[config.mk]
export PLATFORM = sky130hd
export DESIGN_NAME = bcce_exec
export DESIGN_NICKNAME = d
export VERILOG_FILES = /design/src/rtl/bcce_pkg.sv /design/src/rtl/bcce_exec.sv /design/src/rtl/bcce_decode.sv
export SDC_FILE = /design/constraint.sdc
export NUM_CORES = 1
export LEC_CHECK = 0
export CORE_MARGIN = 10
export CORE_UTILIZATION = 45
export CTS_BUF_LIST = sky130_fd_sc_hd__clkbuf_8
export DETAILED_ROUTE_END_ITERATION = 12
export DONT_BUFFER_PORTS = 1
export PLACE_DENSITY = 0.62
export REMOVE_ABC_BUFFERS = 1
export SLEW_MARGIN = 40
export SYNTH_ARGS = -nofsm -noshare
export SYNTH_HDL_FRONTEND = slang
export SYNTH_SLANG_ARGS = --single-unit
[constraint.sdc]
create_clock -name clk_in -period 2.7 [get_ports clk_in]
set_clock_uncertainty 0.2 [all_clocks]
set_input_delay 0.54 -clock clk_in [delete_from_list [all_inputs] [get_ports clk_in]]
set_output_delay 0.54 -clock clk_in [all_outputs]
set_load 0.01 [all_outputs]
[src/rtl/bcce_pkg.sv]
package bcce_pkg;
  localparam int INSTR_W   = 14;
  localparam int PC_W      = 13;
  localparam int FADDR_W   = 7;
  localparam int BITSEL_W  = 3;
  localparam int LIT_W     = 11;
  localparam int DATA_W    = 8;
  // opcode fields
  localparam logic [3:0] OPC_BIT_CLEAR = 4'h4;
  localparam logic [3:0] OPC_BIT_SET   = 4'h5;
  localparam logic [3:0] OPC_SKIP_CLR  = 4'h6;
  localparam logic [3:0] OPC_SKIP_SET  = 4'h7;
  localparam logic [2:0] OPC_CALL      = 3'h4;
  localparam logic [6:0] OPC_CLR_FILE  = 7'h03;
  localparam logic [13:0] OPC_CLR_ACC  = 14'h0103;
  localparam logic [13:0] IDLE_WORD    = 14'h0000;
  localparam int LATCH_LO  = 3;
  localparam int LATCH_HI  = 4;
  localparam logic [DATA_W-1:0] ZERO_BYTE = 8'h00;
  typedef enum logic [2:0] {
    BCCE_OP_NONE, BCCE_OP_BCLR, BCCE_OP_BSET, BCCE_OP_TSC, BCCE_OP_TSS,
    BCCE_OP_CLEAR_FILE_REG, BCCE_OP_CLEAR_ACCUMULATOR, BCCE_OP_CALL
  } bcce_op_t;
endpackage

[src/rtl/bcce_exec.sv]
`timescale 1ns/100ps
// How it works
// RULE1 - a test-skip-if-clear skips the next instruction when the chosen bit is zero.
// RULE2 - a test-skip-if-set skips the next instruction when the chosen bit is one.
// RULE3 - a taken skip discards the prefetched word and runs an idle cycle, two cycles total.
// RULE4 - clear-file-register writes zero to the register and sets the zero flag in one cycle.
// RULE5 - clear-accumulator loads zero into the accumulator and sets the zero flag in one cycle.
// RULE6 - a call first pushes the address after the call onto the stack.
// RULE7 - a call loads the 11-bit literal into the low eleven counter bits.
// RULE8 - a call fills counter bits 12 and 11 from latch bits 4 and 3.
// RULE9 - a call is one word and takes exactly two cycles.
// RULE10 - bit instructions decode a 7-bit register address and a 3-bit bit position.
// RULE11 - bit test, clear and set leave all flags unchanged.
// RULE12 - bit clear writes zero and bit set writes one to the chosen bit, keeping the others, in one cycle.
// RULE13 - bit clear and set are a whole-register read-modify-write in one cycle.
module bcce_exec
  import bcce_pkg::*;
(
  input  wire logic                 clk_in,
  input  wire logic                 srst_in,
  input  wire logic                 instr_valid_in,
  input  wire logic [INSTR_W-1:0]   instr_in,
  input  wire logic [PC_W-1:0]      pc_in,
  input  wire logic [DATA_W-1:0]    upper_counter_latch_in,
  input  wire logic [DATA_W-1:0]    freg_rdata_in,
  output logic      [FADDR_W-1:0]   freg_addr_out,
  output logic      [DATA_W-1:0]    freg_wdata_out,
  output logic                      freg_we_out,
  output logic                      acc_clear_out,
  output logic                      zero_flag_set_out,
  output logic                      push_out,
  output logic      [PC_W-1:0]      top_of_stack_out,
  output logic                      pc_load_out,
  output logic      [PC_W-1:0]      pc_target_out,
  output logic                      flush_out,
  output logic                      idle_op_out
);
  typedef enum logic [1:0] {BCCE_EXEC, BCCE_IDLE} bcce_state_t;

  bcce_op_t               op;
  logic [FADDR_W-1:0]     faddr;
  logic [BITSEL_W-1:0]    bitsel;
  logic [LIT_W-1:0]       lit;
  bcce_state_t            state;
  bcce_state_t            next_state;
  logic [FADDR_W-1:0]     next_freg_addr;
  logic [DATA_W-1:0]      next_freg_wdata;
  logic                   next_freg_we;
  logic                   next_acc_clear;
  logic                   next_zero_flag_set;
  logic                   next_push;
  logic [PC_W-1:0]        next_top_of_stack;
  logic                   next_pc_load;
  logic [PC_W-1:0]        next_pc_target;
  logic                   next_flush;
  logic                   next_idle_op;
  logic                   sel_bit;

  bcce_decode u_decode (
    .instr_in   (instr_in),
    .op_out     (op),
    .faddr_out  (faddr),
    .bitsel_out (bitsel),
    .lit_out    (lit)
  );

  function automatic logic [DATA_W-1:0] bit_write(input logic [DATA_W-1:0] d,
                                                  input logic [BITSEL_W-1:0] b,
                                                  input logic v);
    logic [DATA_W-1:0] r;
    r    = d;
    r[b] = v;
    return r;
  endfunction

  assign sel_bit = freg_rdata_in[bitsel];

  always_comb begin
    next_state         = BCCE_EXEC;
    next_freg_addr     = faddr;
    next_freg_wdata    = ZERO_BYTE;
    next_freg_we       = 1'b0;
    next_acc_clear     = 1'b0;
    next_zero_flag_set = 1'b0;
    next_push          = 1'b0;
    next_top_of_stack  = top_of_stack_out;
    next_pc_load       = 1'b0;
    next_pc_target     = pc_target_out;
    next_flush         = 1'b0;
    next_idle_op       = 1'b0;
    case (state)
      BCCE_IDLE: begin
        // the prefetched word is dropped here; flags untouched
        next_idle_op = 1'b1; // RULE3 RULE9
      end
      BCCE_EXEC: begin
        if (instr_valid_in) begin
          case (op)
            BCCE_OP_BCLR: begin
              next_freg_wdata = bit_write(freg_rdata_in, bitsel, 1'b0); // RULE12 RULE13
              next_freg_we    = 1'b1; // RULE11
            end
            BCCE_OP_BSET: begin
              next_freg_wdata = bit_write(freg_rdata_in, bitsel, 1'b1); // RULE12 RULE13
              next_freg_we    = 1'b1;
            end
            BCCE_OP_TSC: begin
              if (!sel_bit) begin // RULE1
                next_flush = 1'b1; // RULE3
                next_state = BCCE_IDLE;
              end
            end
            BCCE_OP_TSS: begin
              if (sel_bit) begin // RULE2
                next_flush = 1'b1; // RULE3
                next_state = BCCE_IDLE;
              end
            end
            BCCE_OP_CLEAR_FILE_REG: begin
              next_freg_wdata    = ZERO_BYTE; // RULE4
              next_freg_we       = 1'b1;
              next_zero_flag_set = 1'b1;
            end
            BCCE_OP_CLEAR_ACCUMULATOR: begin
              next_acc_clear     = 1'b1; // RULE5
              next_zero_flag_set = 1'b1;
            end
            BCCE_OP_CALL: begin
              next_push         = 1'b1; // RULE6
              next_top_of_stack = pc_in + PC_W'(1);
              next_pc_load      = 1'b1;
              next_pc_target    = {upper_counter_latch_in[LATCH_HI:LATCH_LO], lit}; // RULE7 RULE8
              next_flush        = 1'b1; // RULE9
              next_state        = BCCE_IDLE;
            end
            default: next_state = BCCE_EXEC;
          endcase
        end
      end
      default: next_state = BCCE_EXEC;
    endcase
  end

  always_ff @(posedge clk_in) begin
    if (srst_in) begin
      state             <= BCCE_EXEC;
      freg_addr_out     <= '0;
      freg_wdata_out    <= ZERO_BYTE;
      freg_we_out       <= 1'b0;
      acc_clear_out     <= 1'b0;
      zero_flag_set_out <= 1'b0;
      push_out          <= 1'b0;
      top_of_stack_out  <= '0;
      pc_load_out       <= 1'b0;
      pc_target_out     <= '0;
      flush_out         <= 1'b0;
      idle_op_out       <= 1'b0;
    end else begin
      state             <= next_state;
      freg_addr_out     <= next_freg_addr;
      freg_wdata_out    <= next_freg_wdata;
      freg_we_out       <= next_freg_we;
      acc_clear_out     <= next_acc_clear;
      zero_flag_set_out <= next_zero_flag_set;
      push_out          <= next_push;
      top_of_stack_out  <= next_top_of_stack;
      pc_load_out       <= next_pc_load;
      pc_target_out     <= next_pc_target;
      flush_out         <= next_flush;
      idle_op_out       <= next_idle_op;
    end
  end
endmodule // bcce_exec

[src/rtl/bcce_decode.sv]
`timescale 1ns/100ps
module bcce_decode
  import bcce_pkg::*;
(
  input  wire logic [INSTR_W-1:0]  instr_in,
  output bcce_op_t                 op_out,
  output logic     [FADDR_W-1:0]   faddr_out,
  output logic     [BITSEL_W-1:0]  bitsel_out,
  output logic     [LIT_W-1:0]     lit_out
);
  always_comb begin
    faddr_out  = instr_in[FADDR_W-1:0];                       // RULE10
    bitsel_out = instr_in[FADDR_W+BITSEL_W-1:FADDR_W];        // RULE10
    lit_out    = instr_in[LIT_W-1:0];
    op_out     = BCCE_OP_NONE;
    if (instr_in == OPC_CLR_ACC) begin
      op_out = BCCE_OP_CLEAR_ACCUMULATOR;
    end else if (instr_in[INSTR_W-1 -: $bits(OPC_CLR_FILE)] == OPC_CLR_FILE) begin
      op_out = BCCE_OP_CLEAR_FILE_REG;
    end else if (instr_in[INSTR_W-1 -: $bits(OPC_CALL)] == OPC_CALL) begin
      op_out = BCCE_OP_CALL;
    end else begin
      case (instr_in[INSTR_W-1 -: $bits(OPC_BIT_CLEAR)])
        OPC_BIT_CLEAR: op_out = BCCE_OP_BCLR;
        OPC_BIT_SET:   op_out = BCCE_OP_BSET;
        OPC_SKIP_CLR:  op_out = BCCE_OP_TSC;
        OPC_SKIP_SET:  op_out = BCCE_OP_TSS;
        default:       op_out = BCCE_OP_NONE;
      endcase
    end
  end
endmodule // bcce_decode

# [After elaboration in Yosys (flattened, before gate mapping)]
# Index checks and enable logic that the tools add are counted.
[word_totals] input_bits=46 regBits=49 out_inout_bits=48 wordCells=60
[op_classes] n_reduce_logical=6 n_eq_ne=15 muxes=20 magnitude_cmp=2 n_addsub=1 n_bitwise=5
[op_table] op="$eq A4 B3 Y1 const B" count=4
[op_table] op="$pmux W8 S2" count=1
[op_table] op="$eq A3 B3 Y1 const B" count=5
[op_table] op="$eq A14 B9 Y1 const B" count=1
[op_table] op="$add A13 B1 Y13 const B" count=1
[op_table] op="$pmux W3 S4" count=1
[op_table] op="$mux W1" count=11
[op_table] op="$mux W3" count=3
[op_table] op="$and A8 B8 Y8" count=1
[op_table] op="$not A8 Y8" count=1
[op_table] op="$or A8 B8 Y8" count=1
[op_table] op="$eq A7 B2 Y1 const B" count=1
[op_table] op="$eq A3 B2 Y1 const B" count=2
[op_table] op="$pmux W1 S3" count=2
[op_table] op="$reduce_or A3 Y1" count=2
[op_table] op="$lt A3 B4 Y1 const B" count=1
[op_table] op="$bmux W1 S3" count=1
[op_table] op="$demux W1 S3" count=1
[op_table] op="$eq A3 B1 Y1 const B" count=1
[op_table] op="$ge A3 B1 Y1 const B" count=1
[op_table] op="$reduce_and A3 Y1" count=1
[op_table] op="$eq A2 B1 Y1 const B" count=1
[op_table] op="$logic_not A2 Y1" count=1
[op_table] op="$not A1 Y1" count=2
[op_table] op="other kinds (2)" count=2

# [Logic depth before layout (Yosys ltp)]
# Gate-level depths: netlist of the first run.
[logic_depth] ltp_word=8 depth_mapped=6 mapped_depth_nobuf=5

# [By module]
# From an unflattened synthesis of the first run, not the netlist that was laid out.
[hier_totals] hier_cells=267 hier_area_um2=2278.4
[modules_own_cells] mod="bcce_exec" seq_area_each_um2=940.9 n_inst=1 area_each_um2=1991.9 cells_each=228
[modules_own_cells] mod="bcce_decode" seq_area_each_um2=0.0 n_inst=1 area_each_um2=286.5 cells_each=39

# [Worst setup path after synthesis of the first run]
# No wires, ideal clock.
[synth_timing] kind="input to register" start="input instr_in[12]" end="register top_of_stack_out[6]" path_buffers=2 arrival_time_ps=1728 t_required_ps=2360 setup_slack_ps=632 path_stages=5 setup_ps=140 path_cell_list="or3b_1 buf_2 nor3b_4 buf_2 a211oi_1"
[synth_via] elab_chain_cells=7 elab_cells_between_ends=13 cone_classes="8 x eq/ne; 4 x mux; 1 x reduce/logical"
[synth_lines] item="start: declaration" line_no="bcce_exec.sv:22" source="input wire logic [INSTR_W-1:0] instr_in,"
[synth_lines] item="$eq A4 B3 Y1" line_no="bcce_decode.sv:23" source="case (instr_in[INSTR_W-1 -: $bits(OPC_BIT_CLEAR)])"
[synth_lines] item="$pmux W3 S4" line_no="bcce_decode.sv:23"
[synth_lines] item="$mux W3" line_no="bcce_decode.sv:20" source="end else if (instr_in[INSTR_W-1 -: $bits(OPC_CALL)] == OPC_CALL) begin"
[synth_lines] item="$mux W3" line_no="bcce_decode.sv:18" source="end else if (instr_in[INSTR_W-1 -: $bits(OPC_CLR_FILE)] == OPC_CLR_FILE) begin"
[synth_lines] item="$mux W3 *" line_no="bcce_decode.sv:16" source="if (instr_in == OPC_CLR_ACC) begin"
[synth_lines] item="$eq A3 B3 Y1 *" line_no="bcce_exec.sv:98" source="case (op)"
[synth_lines] item="$reduce_and A3 Y1 (no source line) *"
[synth_lines] item="end signal: assignment" line_no="bcce_exec.sv:166" source="top_of_stack_out <= next_top_of_stack;"
[synth_lines] item="end: declaration" line_no="bcce_exec.sv:32" source="output logic [PC_W-1:0] top_of_stack_out,"
# Every way passes the cells marked *; elsewhere a longest branch is shown, timed or not.
# A chain may end at the register's enable or synchronous reset.

# [Final worst setup path of the first run]
[layout_timing] start="input instr_in[12]" end="register top_of_stack_out[12]"
# The elaborated chain is that of the path after synthesis.

==> load_flow_metrics.sql, run 1 <==
INSERT INTO impl_metrics (metric_group, metric, value, unit) VALUES
('outcome', 'outcome', 'completed', ''),
('clock_network', 'cts_post_setup_buffers_inserted', '0', ''),
('drt', 'remaining_drc_errors', '0', ''),
('die', 'num_rows', '24', ''),
('pwr', 'power_per_cell_area', '613', 'nW/µm²'),
('critical_path', 'arr_time_crit_path', '1.89', 'ns'),
('finish', 'num-fill-cells', '432', ''),
('finish', 'utilization', '48.9', '%'),
('yosys', 'seq_area_frac_synth', '47.0', '%'),
('grt', 'top_usage_layer', 'met2', ''),
('finish', 'drive_above_1_share', '7.37', '%'),
('timing', 'relSlewSlack', '61.0', '%'),
('critical_path', 'crit_slowest_cell', 'or3b_1', ''),
('critical_path', 'timing.critical_path.from_type', 'input pin', ''),
('pwr', 'totalPowerFinal', '1.30', 'mW'),
('die', 'dieHeight', '86.7', 'µm'),
('yosys', 'library_cells_used_by_synthesis', '33', ''),
('critical_path', 'crit_path_cell_trace', 'or3b_1 -> nor3b_4 -> buf_4 -> nor2_1 -> a211oi_2', ''),
('drt', 'detailedRoute.firstIterationViolations', '65', ''),
('drt', 'detail_route.vias_per_cell', '5.48', ''),
('drt', 'drt_wl_total', '4.76', 'mm'),
('clock_network', 'cts_tree', 'yes', ''),
('grt', 'first_pass_grt_wire_length', '7.49', 'mm'),
('yosys', 'ys_warn_count', '0', ''),
('yosys', 'synth.cells.most_frequent', 'dfxtp_1, nand2_1, nor2_1', ''),
('job', 'max_cap_viol_count', '0', ''),
('timing', 'finalSetupViolations', '0', ''),
('critical_path', 'worst-setup-path-type', 'in -> reg', ''),
('clock_network', 'ctsHoldBuffers', '0', ''),
('die', 'die_extent_in_x', '86.7', 'µm'),
('timing', 'hold_slack', '0.103', 'ns'),
('grt', 'grtUsageTotal', '12.6', '%'),
('timing', 'final.period_utilization', '69.3', '%'),
('yosys', 'post_synthesis_async_set_or_reset_flop_share', '0', '%'),
('critical_path', 'cp_num_buf_inv', '1', ''),
('clock_network', 'ctsRootBufferMaster', 'clkbuf_8', ''),
('clock_network', 'number_of_instances_resized_during_post_cts_repair', '0', ''),
('pwr', 'ir_drop', '265', 'µV'),
('placement', 'hpwl', '3.59', 'mm'),
('drt', 'first_pass_iters', '4', ''),
('critical_path', 'cp.required', '2.72', 'ns'),
('critical_path', 'critical-path-max-stage-delay', '0.48', 'ns'),
('critical_path', 'cp_max_fo', '30', ''),
('clock_network', 'worstSkewPairLatency', '0.29', 'ns'),
('timing', 'rsz0062_at_grt', 'false', ''),
('placement', 'port_buffers', '0', ''),
('grt', 'grtUsageMet2', '18.8', '%'),
('grt', 'grt_util_met1', '13.7', '%'),
('grt', 'total_grt_overflow', '0', ''),
('clock_network', 'cts.reportedPaths.clkPinSlew', '0.08', 'ns'),
('grt', 'groute.layer.met3.usage', '8.82', '%'),
('die', 'floorplan.initialDensity', '46.3', '%'),
('clock_network', 'clock_tree.buffer_depth', '2', ''),
('grt', 'pin_count_of_the_biggest_net_entering_global_routing', '36', ''),
('placement', 'dpl-instance-area', '2010', 'µm²'),
('yosys', 'post_synth_inst_count', '222', ''),
('finish', 'areaGrowthSynthToFinish', '5.63', '%'),
('critical_path', 'endpoint_kind', 'register', ''),
('critical_path', 'crit_family', 'simple AND/OR/NAND/NOR gates', ''),
('yosys', 'yosysTopAreaCellShare', '47.0', '%'),
('yosys', 'synth_ff_type', 'dfxtp_1', ''),
('yosys', 'synth-edff-count', '0', ''),
('die', 'design.portCount', '94', ''),
('yosys', 'synthTopCellsByArea', 'dfxtp_1, nand2_1, nor2_1, mux2i_1, a21oi_1', ''),
('timing', 'fmax', '535', 'MHz'),
('grt', 'antenna_violations_before_repair', '0', ''),
('die', 'die-area', '7510', 'µm²'),
('grt', 'first_global_vias', '1417', ''),
('timing', 'finalMaxSlewViolations', '0', ''),
('drt', 'detail_route.wl_per_cell', '17.7', 'µm'),
('placement', 'place.gp.congestion', '0.773', '');
[state kept, by name, summed over array words and instances (netlist names)]
| name | flops |
|---|---|
| acc_clear_out | 1 |
| freg_wdata_out | 8 |
| freg_addr_out | 7 |
| freg_we_out | 1 |
| pc_load_out | 1 |
| idle_op_out | 1 |
| top_of_stack_out | 13 |
| state | 1 |
| zero_flag_set_out | 1 |
| pc_target_out | 13 |
[stage by stage]
step	setup WS (ns)	cells
floorplan	0.256	208
global placement	0.548	262
detailed placement	0.503	262
CTS	0.816	269
global route	0.711	269
finish	0.829	269
[power by group]
part	internal, mW	switching [mW]	leakage [nW]	total (mW)
logic	0.0429	0.0352	0.295	0.0781
registers	0.711	0.0202	0.382	0.732
clock network	0.268	0.219	0.0554	0.487
[layout make-up]
class | instances | area [µm²] | share of cell area, %
Timing Repair Buffer | 2 | 15.0 | 0.710
Tap cell | 52 | 65.1 | 3.08
Inverter | 3 | 11.3 | 0.533
Sequential cell | 47 | 941 | 44.5
Clock inverter | 2 | 33.8 | 1.60
Multi-Input combinational cell | 158 | 978 | 46.3
Clock buffer | 5 | 68.8 | 3.26
[cells by family after synthesis]
group,after synthesis,share of synthesized area [%]
AND/OR/NAND/NOR,105,26.3
flip-flops,47,47.0
multiplexers,11,6.75
XOR/XNOR,11,4.82
AO/OA/AOI/OAI,30,10.4
buffers and inverters,17,4.06
adder cells (fa/ha/maj),1,0.625
[path summary, 6_finish.rpt]
path              cells after the start  slack (ns)               from                   end
setup / recovery                      5        0.83       instr_in[12]  top_of_stack_out[12]
setup reg to reg                      4        0.88           state[0]     freg_wdata_out[6]
hold reg to reg                       2        0.30  pc_target_out[11]     pc_target_out[11]
hold / removal                        1        0.10            srst_in  top_of_stack_out[10]
[layer usage]
layer / up-vias / part of all wire, % / wire [µm]
met5: - / 0 / 0
met4: 0 / 1.6 / 77
met3: 7 / 14 / 689
met2: 52 / 45 / 2160
met1: 669 / 38 / 1830
li1: 746 / - / -
[cells in the final DEF, fill, tap and decap left out, drive strengths merged, types with 5 or more instances in the layout]
cell type	Yosys	layout
a211oi	11	11
a21oi	16	16
clkbuf	9	5
dfxtp	47	47
mux2i	9	9
nand2	33	33
nand3	7	7
nand4	5	5
nor2	26	26
nor2b	12	12
nor3	7	7
xnor2	9	9
No activity file was read; power rests on OpenSTA's default activity.
==> run 2, diff against run 1 <==
==> constraint.sdc (replaced) <==
create_clock -name clk_in -period 1.92 [get_ports clk_in]
set_clock_uncertainty 0.2 [all_clocks]
set_input_delay 0.384 -clock clk_in [delete_from_list [all_inputs] [get_ports clk_in]]
set_output_delay 0.384 -clock clk_in [all_outputs]
set_load 0.01 [all_outputs]
==> run 2 against run 1 <==
Clock power rose by 29%. Final cell count is 2.6% higher. Core utilization is 1.6 points higher. Count of clock-buffer cells in the layout is 2 higher. Flip-flop and latch count unchanged. Worst setup slack got worse by 0.53 ns. Combinational power increased by 70%. Cell area is 3.3% higher. Total power rose by 38%. Hold slack got worse by 0.084 ns. Critical endpoint is now freg_wdata_out[0]. Largest power group unchanged.
==> load_flow_metrics.sql, run 2 (synthesis gave the netlist of run 1 again) <==
INSERT INTO impl_metrics (metric_group, metric, value, unit) VALUES
('outcome', 'outcome', 'completed', ''),
('grt', 'first_global_vias', '1428', ''),
('pwr', 'power_per_cell_area', '820', 'nW/µm²'),
('pwr', 'switching_share', '22.0', '%'),
('critical_path', 'endpoint_kind', 'register', ''),
('critical_path', 'cp_num_buf_inv', '0', ''),
('clock_network', 'cts_htree_levels', '2', ''),
('timing', 'rsz0062_at_grt', 'false', ''),
('drt', 'drt_wl_total', '4.70', 'mm'),
('timing', 'final_hold_viol_count', '0', ''),
('pwr', 'ir_drop', '475', 'µV'),
('die', 'coreArea', '4320', 'µm²'),
('drt', 'remaining_drc_errors', '0', ''),
('timing', 'setup_slack', '0.296', 'ns'),
('placement', 'place.gp.congestion', '0.761', ''),
('placement', 'dpl-instance-area', '2050', 'µm²'),
('job', 'max_cap_viol_count', '0', ''),
('pwr', 'totalPowerFinal', '1.79', 'mW'),
('drt', 'detail_route.vias_per_cell', '5.43', ''),
('die', 'die_extent_in_x', '86.7', 'µm'),
('timing', 'worst_pin_slew', '0.362', 'ns'),
('timing', 'finalSetupTns', '0', 'ns'),
('die', 'floorplan.initialDensity', '46.3', '%'),
('critical_path', 'arr_time_crit_path', '1.65', 'ns'),
('grt', 'total_grt_overflow', '0', ''),
('grt', 'pin_count_of_the_biggest_net_entering_global_routing', '34', ''),
('drt', 'detail_route.wl_per_cell', '17.0', 'µm'),
('finish', 'mostFrequentLayoutCells', 'dfxtp_1, nand2_1, nor2_1', ''),
('grt', 'antenna_violations_before_repair', '0', ''),
('grt', 'first_pass_grt_wire_length', '7.38', 'mm'),
('clock_network', 'cts_tree', 'yes', ''),
('pwr', 'internal_power', '1.39', 'mW'),
('finish', 'nNetsFinal', '270', ''),
('finish', 'reg.largest.list', 'pc_target_out x13, top_of_stack_out x13, freg_wdata_out x8', ''),
('drt', 'detailedRoute.firstIterationViolations', '62', ''),
('pwr', 'net_switching_power', '0.395', 'mW'),
('worst_hold_path', 'min_path_type', 'in -> reg', ''),
('finish', 'areaGrowthSynthToFinish', '9.13', '%'),
('die', 'design.portCount', '94', ''),
('drt', 'num_vias', '1498', ''),
('finish', 'most_common_library_cell_in_the_layout_ignoring_fill_and_taps', 'dfxtp_1', ''),
('clock_network', 'clkSinkCount', '47', ''),
('timing', 'fmax', '616', 'MHz'),
('pwr', 'leakagePower', '0.767', 'nW'),
('finish', 'utilization', '50.5', '%'),
('finish', 'multi_input_area', '978', 'µm²'),
('clock_network', 'clock_tree.buffer_depth', '2', ''),
('clock_network', 'worstSkewPairLatency', '0.29', 'ns'),
('die', 'num_rows', '24', ''),
('critical_path', 'cp.required', '1.94', 'ns'),
('drt', 'antenna_violating_nets_post_route', '0', ''),
('critical_path', 'crit_path_cell_trace', 'or3b_2 -> nor3_1 -> nand2_1 -> nor2_1', ''),
('clock_network', 'ctsRootBufferMaster', 'clkbuf_8', ''),
('placement', 'hpwl', '3.56', 'mm'),
('timing', 'finalSetupViolations', '0', ''),
('placement', 'number_of_placed_instances_with_taps_included', '266', ''),
('critical_path', 'worst-setup-path-type', 'reg -> reg', ''),
('clock_network', 'cts_post_setup_buffers_inserted', '0', ''),
('grt', 'grtUsageTotal', '12.1', '%'),
('finish', 'ff_latch_area', '941', 'µm²'),
('placement', 'port_buffers', '0', ''),
('critical_path', 'cp_max_fo', '8', ''),
('finish', 'insertedDiodeCount', '0', ''),
('critical_path', 'crit_family', 'simple AND/OR/NAND/NOR gates', ''),
('critical_path', 'timing.critical_path.from_type', 'register', ''),
('pwr', 'power.share.sequential', '57.4', '%'),
('clock_network', 'number_of_buffers_inserted_during_clock_tree_synthesis', '5', ''),
('clock_network', 'cts.reportedPaths.clkPinSlew', '0.08', 'ns'),
('finish', 'drive_above_1_share', '9.82', '%'),
('finish', 'num-fill-cells', '434', ''),
('timing', 'relSlewSlack', '75.6', '%'),
('finish', 'post_layout_instance_area', '2180', 'µm²'),
('pwr', 'power.combinational.fraction', '7.4', '%'),
('critical_path', 'crit_slowest_cell', 'or3b_2', ''),
('die', 'die-area', '7510', 'µm²'),
('placement', 'detailedPlace.worstSlack', '0.0858', 'ns'),
('timing', 'hold_slack', '0.0190', 'ns'),
('pwr', 'share_clk_of_total_power', '35.1', '%'),
('finish', 'layout.cells.non_filler', '276', ''),
('die', 'dieHeight', '86.7', 'µm'),
('timing', 'final.period_utilization', '84.6', '%'),
('timing', 'post-route-min-period', '1.62', 'ns'),
('critical_path', 'critical-path-max-stage-delay', '0.48', 'ns'),
('drt', 'first_pass_iters', '4', ''),
('timing', 'finalMaxSlewViolations', '0', '');
-- run 2: what timing repair did --
item | 4_1_cts | 5_1_grt
hold buffers | 2 | 0
gates resized for setup | 0 | 0
setup endpoints to repair | 0 | 0
hold endpoints to repair | 33 | 0
-- run 2: final timing paths --
kind	startpoint	endpoint	slack, ns	cells after the start
worst min register to register	pc_target_out[7]	pc_target_out[7]	0.31	2
worst min-delay path	instr_in[5]	freg_addr_out[5]	0.02	1
worst max-delay path	state[0]	freg_wdata_out[0]	0.30	4
worst max register to register	state[0]	freg_wdata_out[0]	0.30	4
-- run 2: layout make-up --
type | instances | share of cell area [%]
clock inverters | 1 | 0.172
multi-input cells | 158 | 44.8
well taps | 52 | 2.98
clock buffers | 7 | 4.41
flip-flops and latches | 47 | 43.1
inverters | 3 | 0.516
repair buffers | 8 | 4.01
-- run 2: power by group through the flow --
stage / clock, mW / sequential [mW] / combinational, mW
after floorplan: 0 / 1.05 / 0.0960
after CTS: 0.658 / 1.03 / 0.136
after global routing: 0.700 / 1.03 / 0.150
after global placement: 0 / 1.05 / 0.116
final: 0.629 / 1.03 / 0.133
after detailed placement: 0 / 1.05 / 0.118
-- run 2: worst register-to-register path, cell delays in order, from the launching register on --
cell,delay (ns)
dfxtp_1,0.31
or3b_2,0.48
nor3_1,0.19
nand2_1,0.22
nor2_1,0.16
-- run 2: layer usage --
metal | part of all wire, % | routed length (µm) | track usage [%]
met1 | 39 | 1830 | 14.3
met2 | 45 | 2130 | 17.3
met3 | 13 | 629 | 7.22
met4 | 2.4 | 114 | 4.71
met5 | 0 | 0 | 0
==> run 3, diff against run 2 <==
==> constraint.sdc (replaced) <==
create_clock -name clk_in -period 1.7 [get_ports clk_in]
set_clock_uncertainty 0.2 [all_clocks]
set_input_delay 0.34 -clock clk_in [delete_from_list [all_inputs] [get_ports clk_in]]
set_output_delay 0.34 -clock clk_in [all_outputs]
set_load 0.01 [all_outputs]
==> run 3 against run 2 <==
Clock power fell by 0.6%. Sequential share of layout area fell by 3.6 points. Cell area rose by 9.0%. Non-clock buffer count rose by 21. First-iteration DRC count fell by 23%.
==> load_flow_metrics.sql, run 3 (synthesis gave the netlist of run 1 again) <==
INSERT INTO impl_metrics (metric_group, metric, value, unit) VALUES
('outcome', 'outcome', 'completed', ''),
('timing', 'setup_slack', '0.141', 'ns'),
('finish', 'multi_input_area', '986', 'µm²'),
('timing', 'finalMaxSlewViolations', '0', ''),
('timing', 'worst_pin_slew', '0.370', 'ns'),
('clock_network', 'cts_tree', 'yes', ''),
('timing', 'finalSetupTns', '0', 'ns'),
('die', 'design.portCount', '94', ''),
('timing', 'post-route-min-period', '1.56', 'ns'),
('die', 'coreArea', '4320', 'µm²'),
('worst_hold_path', 'timing.hold.worst_path_depth', '2', ''),
('drt', 'drt_wl_total', '5.14', 'mm'),
('drt', 'first_pass_iters', '4', ''),
('clock_network', 'worstSkewPairLatency', '0.29', 'ns'),
('die', 'die_extent_in_x', '86.7', 'µm'),
('die', 'die-area', '7510', 'µm²'),
('finish', 'mostFrequentLayoutCells', 'dfxtp_1, nand2_1, nor2_1', ''),
('critical_path', 'crit_family', 'simple AND/OR/NAND/NOR gates', ''),
('grt', 'grtUsageTotal', '13.3', '%'),
('finish', 'utilization', '55.0', '%'),
('clock_network', 'number_of_buffers_inserted_during_clock_tree_synthesis', '5', ''),
('pwr', 'switching_share', '23.4', '%'),
('drt', 'num_vias', '1555', ''),
('grt', 'grtUsageMet2', '20.5', '%'),
('grt', 'first_global_vias', '1500', ''),
('critical_path', 'critical-path-max-stage-delay', '0.49', 'ns'),
('pwr', 'ir_drop', '504', 'µV'),
('critical_path', 'crit_path_cell_trace', 'or3b_2 -> buf_4 -> nor2_1 -> a2bb2oi_1', ''),
('clock_network', 'cts_htree_levels', '2', ''),
('critical_path', 'worstRegToRegCells', '4', ''),
('drt', 'antenna_violating_nets_post_route', '0', ''),
('grt', 'grt_util_met1', '14.9', '%'),
('finish', 'ff_latch_area', '941', 'µm²'),
('critical_path', 'cp_max_fo', '4', ''),
('placement', 'place.gp.congestion', '0.791', ''),
('critical_path', 'cp_num_buf_inv', '1', ''),
('grt', 'pin_count_of_the_biggest_net_entering_global_routing', '34', ''),
('drt', 'detail_route.vias_per_cell', '5.24', ''),
('critical_path', 'timing.rr.start', 'state[0]', ''),
('placement', 'hpwl', '3.59', 'mm'),
('finish', 'drive_above_1_share', '9.80', '%'),
('finish', 'most_common_library_cell_in_the_layout_ignoring_fill_and_taps', 'dfxtp_1', ''),
('timing', 'finalSetupViolations', '0', ''),
('drt', 'detail_route.wl_per_cell', '17.3', 'µm'),
('pwr', 'internal_power', '1.52', 'mW'),
('die', 'dieHeight', '86.7', 'µm'),
('finish', 'num-fill-cells', '411', ''),
('pwr', 'net_switching_power', '0.464', 'mW'),
('critical_path', 'crit_slowest_cell', 'or3b_2', ''),
('critical_path', 'arr_time_crit_path', '1.58', 'ns'),
('drt', 'detailedRoute.firstIterationViolations', '48', ''),
('clock_network', 'clkSinkCount', '47', ''),
('pwr', 'power_per_cell_area', '833', 'nW/µm²'),
('finish', 'reg.largest.list', 'pc_target_out x13, top_of_stack_out x13, freg_wdata_out x8', ''),
('grt', 'antenna_violations_before_repair', '0', ''),
('placement', 'detailedPlace.worstSlack', '-0.0993', 'ns'),
('clock_network', 'ctsRootBufferMaster', 'clkbuf_8', ''),
('finish', 'insertedDiodeCount', '0', ''),
('critical_path', 'beginning_of_the_critical_path', 'state[0]', ''),
('pwr', 'power.share.sequential', '58.6', '%'),
('grt', 'total_grt_overflow', '0', ''),
('placement', 'port_buffers', '0', ''),
('grt', 'first_pass_grt_wire_length', '8.02', 'mm'),
('timing', 'relSlewSlack', '75.1', '%'),
('job', 'max_cap_viol_count', '0', ''),
('die', 'num_rows', '24', ''),
('grt', 'groute.layer.met3.usage', '7.69', '%'),
('pwr', 'power.combinational.fraction', '9.9', '%'),
('worst_hold_path', 'min_path_type', 'in -> reg', ''),
('pwr', 'share_clk_of_total_power', '31.5', '%'),
('finish', 'nNetsFinal', '291', ''),
('grt', 'top_usage_layer', 'met2', ''),
('critical_path', 'endpoint_of_the_worst_register_to_register_path', 'top_of_stack_out[9]', ''),
('timing', 'final_hold_viol_count', '0', ''),
('critical_path', 'timing.critical_path.from_type', 'register', ''),
('critical_path', 'regToRegSetupSlack', '0.14', 'ns'),
('critical_path', 'cp.required', '1.72', 'ns'),
('clock_network', 'clock_tree.buffer_depth', '2', ''),
('worst_hold_path', 'min_to', 'freg_wdata_out[0]', ''),
('finish', 'areaGrowthSynthToFinish', '18.9', '%'),
('pwr', 'leakagePower', '0.853', 'nW'),
('critical_path', 'endpoint_kind', 'register', ''),
('clock_network', 'cts.reportedPaths.clkPinSlew', '0.08', 'ns'),
('critical_path', 'worst-setup-path-type', 'reg -> reg', ''),
('drt', 'remaining_drc_errors', '0', ''),
('timing', 'final.period_utilization', '91.7', '%'),
('worst_hold_path', 'hold_path_startpoint', 'freg_rdata_in[0]', ''),
('timing', 'fmax', '642', 'MHz'),
('timing', 'rsz0062_at_grt', 'false', ''),
('die', 'floorplan.initialDensity', '46.3', '%');
-- run 3: per-stage QoR --
| stage | std cells | hold slack [ns] | power (mW) | cell area (µm²) |
|---|---|---|---|---|
| after floorplan | 208 | 0.205 | 1.29 | 1930 |
| after global placement | 267 | 0.210 | 1.32 | 2060 |
| after detailed placement | 267 | 0.212 | 1.32 | 2060 |
| after CTS | 297 | 0.000838 | 2.01 | 2370 |
| after global routing | 297 | 0.0189 | 2.09 | 2380 |
| final | 297 | 0.00708 | 1.98 | 2380 |
-- run 3: routing by layer --
layer,wire (µm),up-vias
met5,0,-
met4,62,0
met3,656,7
met2,2430,54
met1,1990,689
li1,-,805
-- run 3: power groups by stage --
| stage | clock [mW] | sequential [mW] | combinational [mW] |
|---|---|---|---|
| final | 0.625 | 1.16 | 0.196 |
| after global routing | 0.703 | 1.17 | 0.218 |
| after CTS | 0.654 | 1.16 | 0.197 |
| after detailed placement | 0 | 1.19 | 0.135 |
| after global placement | 0 | 1.19 | 0.133 |
| after floorplan | 0 | 1.18 | 0.108 |
-- run 3: area by class of cell --
cell class / instances / area share, %
multi-input cells: 158 / 41.4
clock inverters: 3 / 0.526
inverters: 3 / 0.473
well taps: 52 / 2.73
repair buffers: 29 / 12.4
clock buffers: 5 / 2.89
flip-flops and latches: 47 / 39.5
-- run 3: worst max-delay path by stage --
| stage | end | cells past startpoint |
|---|---|---|
| 2_1_floorplan | top_of_stack_out[10] | 4 |
| 3_3_place_gp | top_of_stack_out[0] | 5 |
| 5_1_grt | freg_wdata_out[4] | 4 |
| 4_1_cts | freg_wdata_out[0] | 4 |
| 6_report | top_of_stack_out[9] | 4 |
| 3_5_place_dp | top_of_stack_out[12] | 5 |
-- run 3: what timing repair did --
action | 4_1_cts | 5_1_grt
hold buffers | 22 | 0
setup endpoints to repair | 0 | 8
buffers inserted | 0 | 0
hold endpoints to repair | 41 | 0
resized for setup | 0 | 2
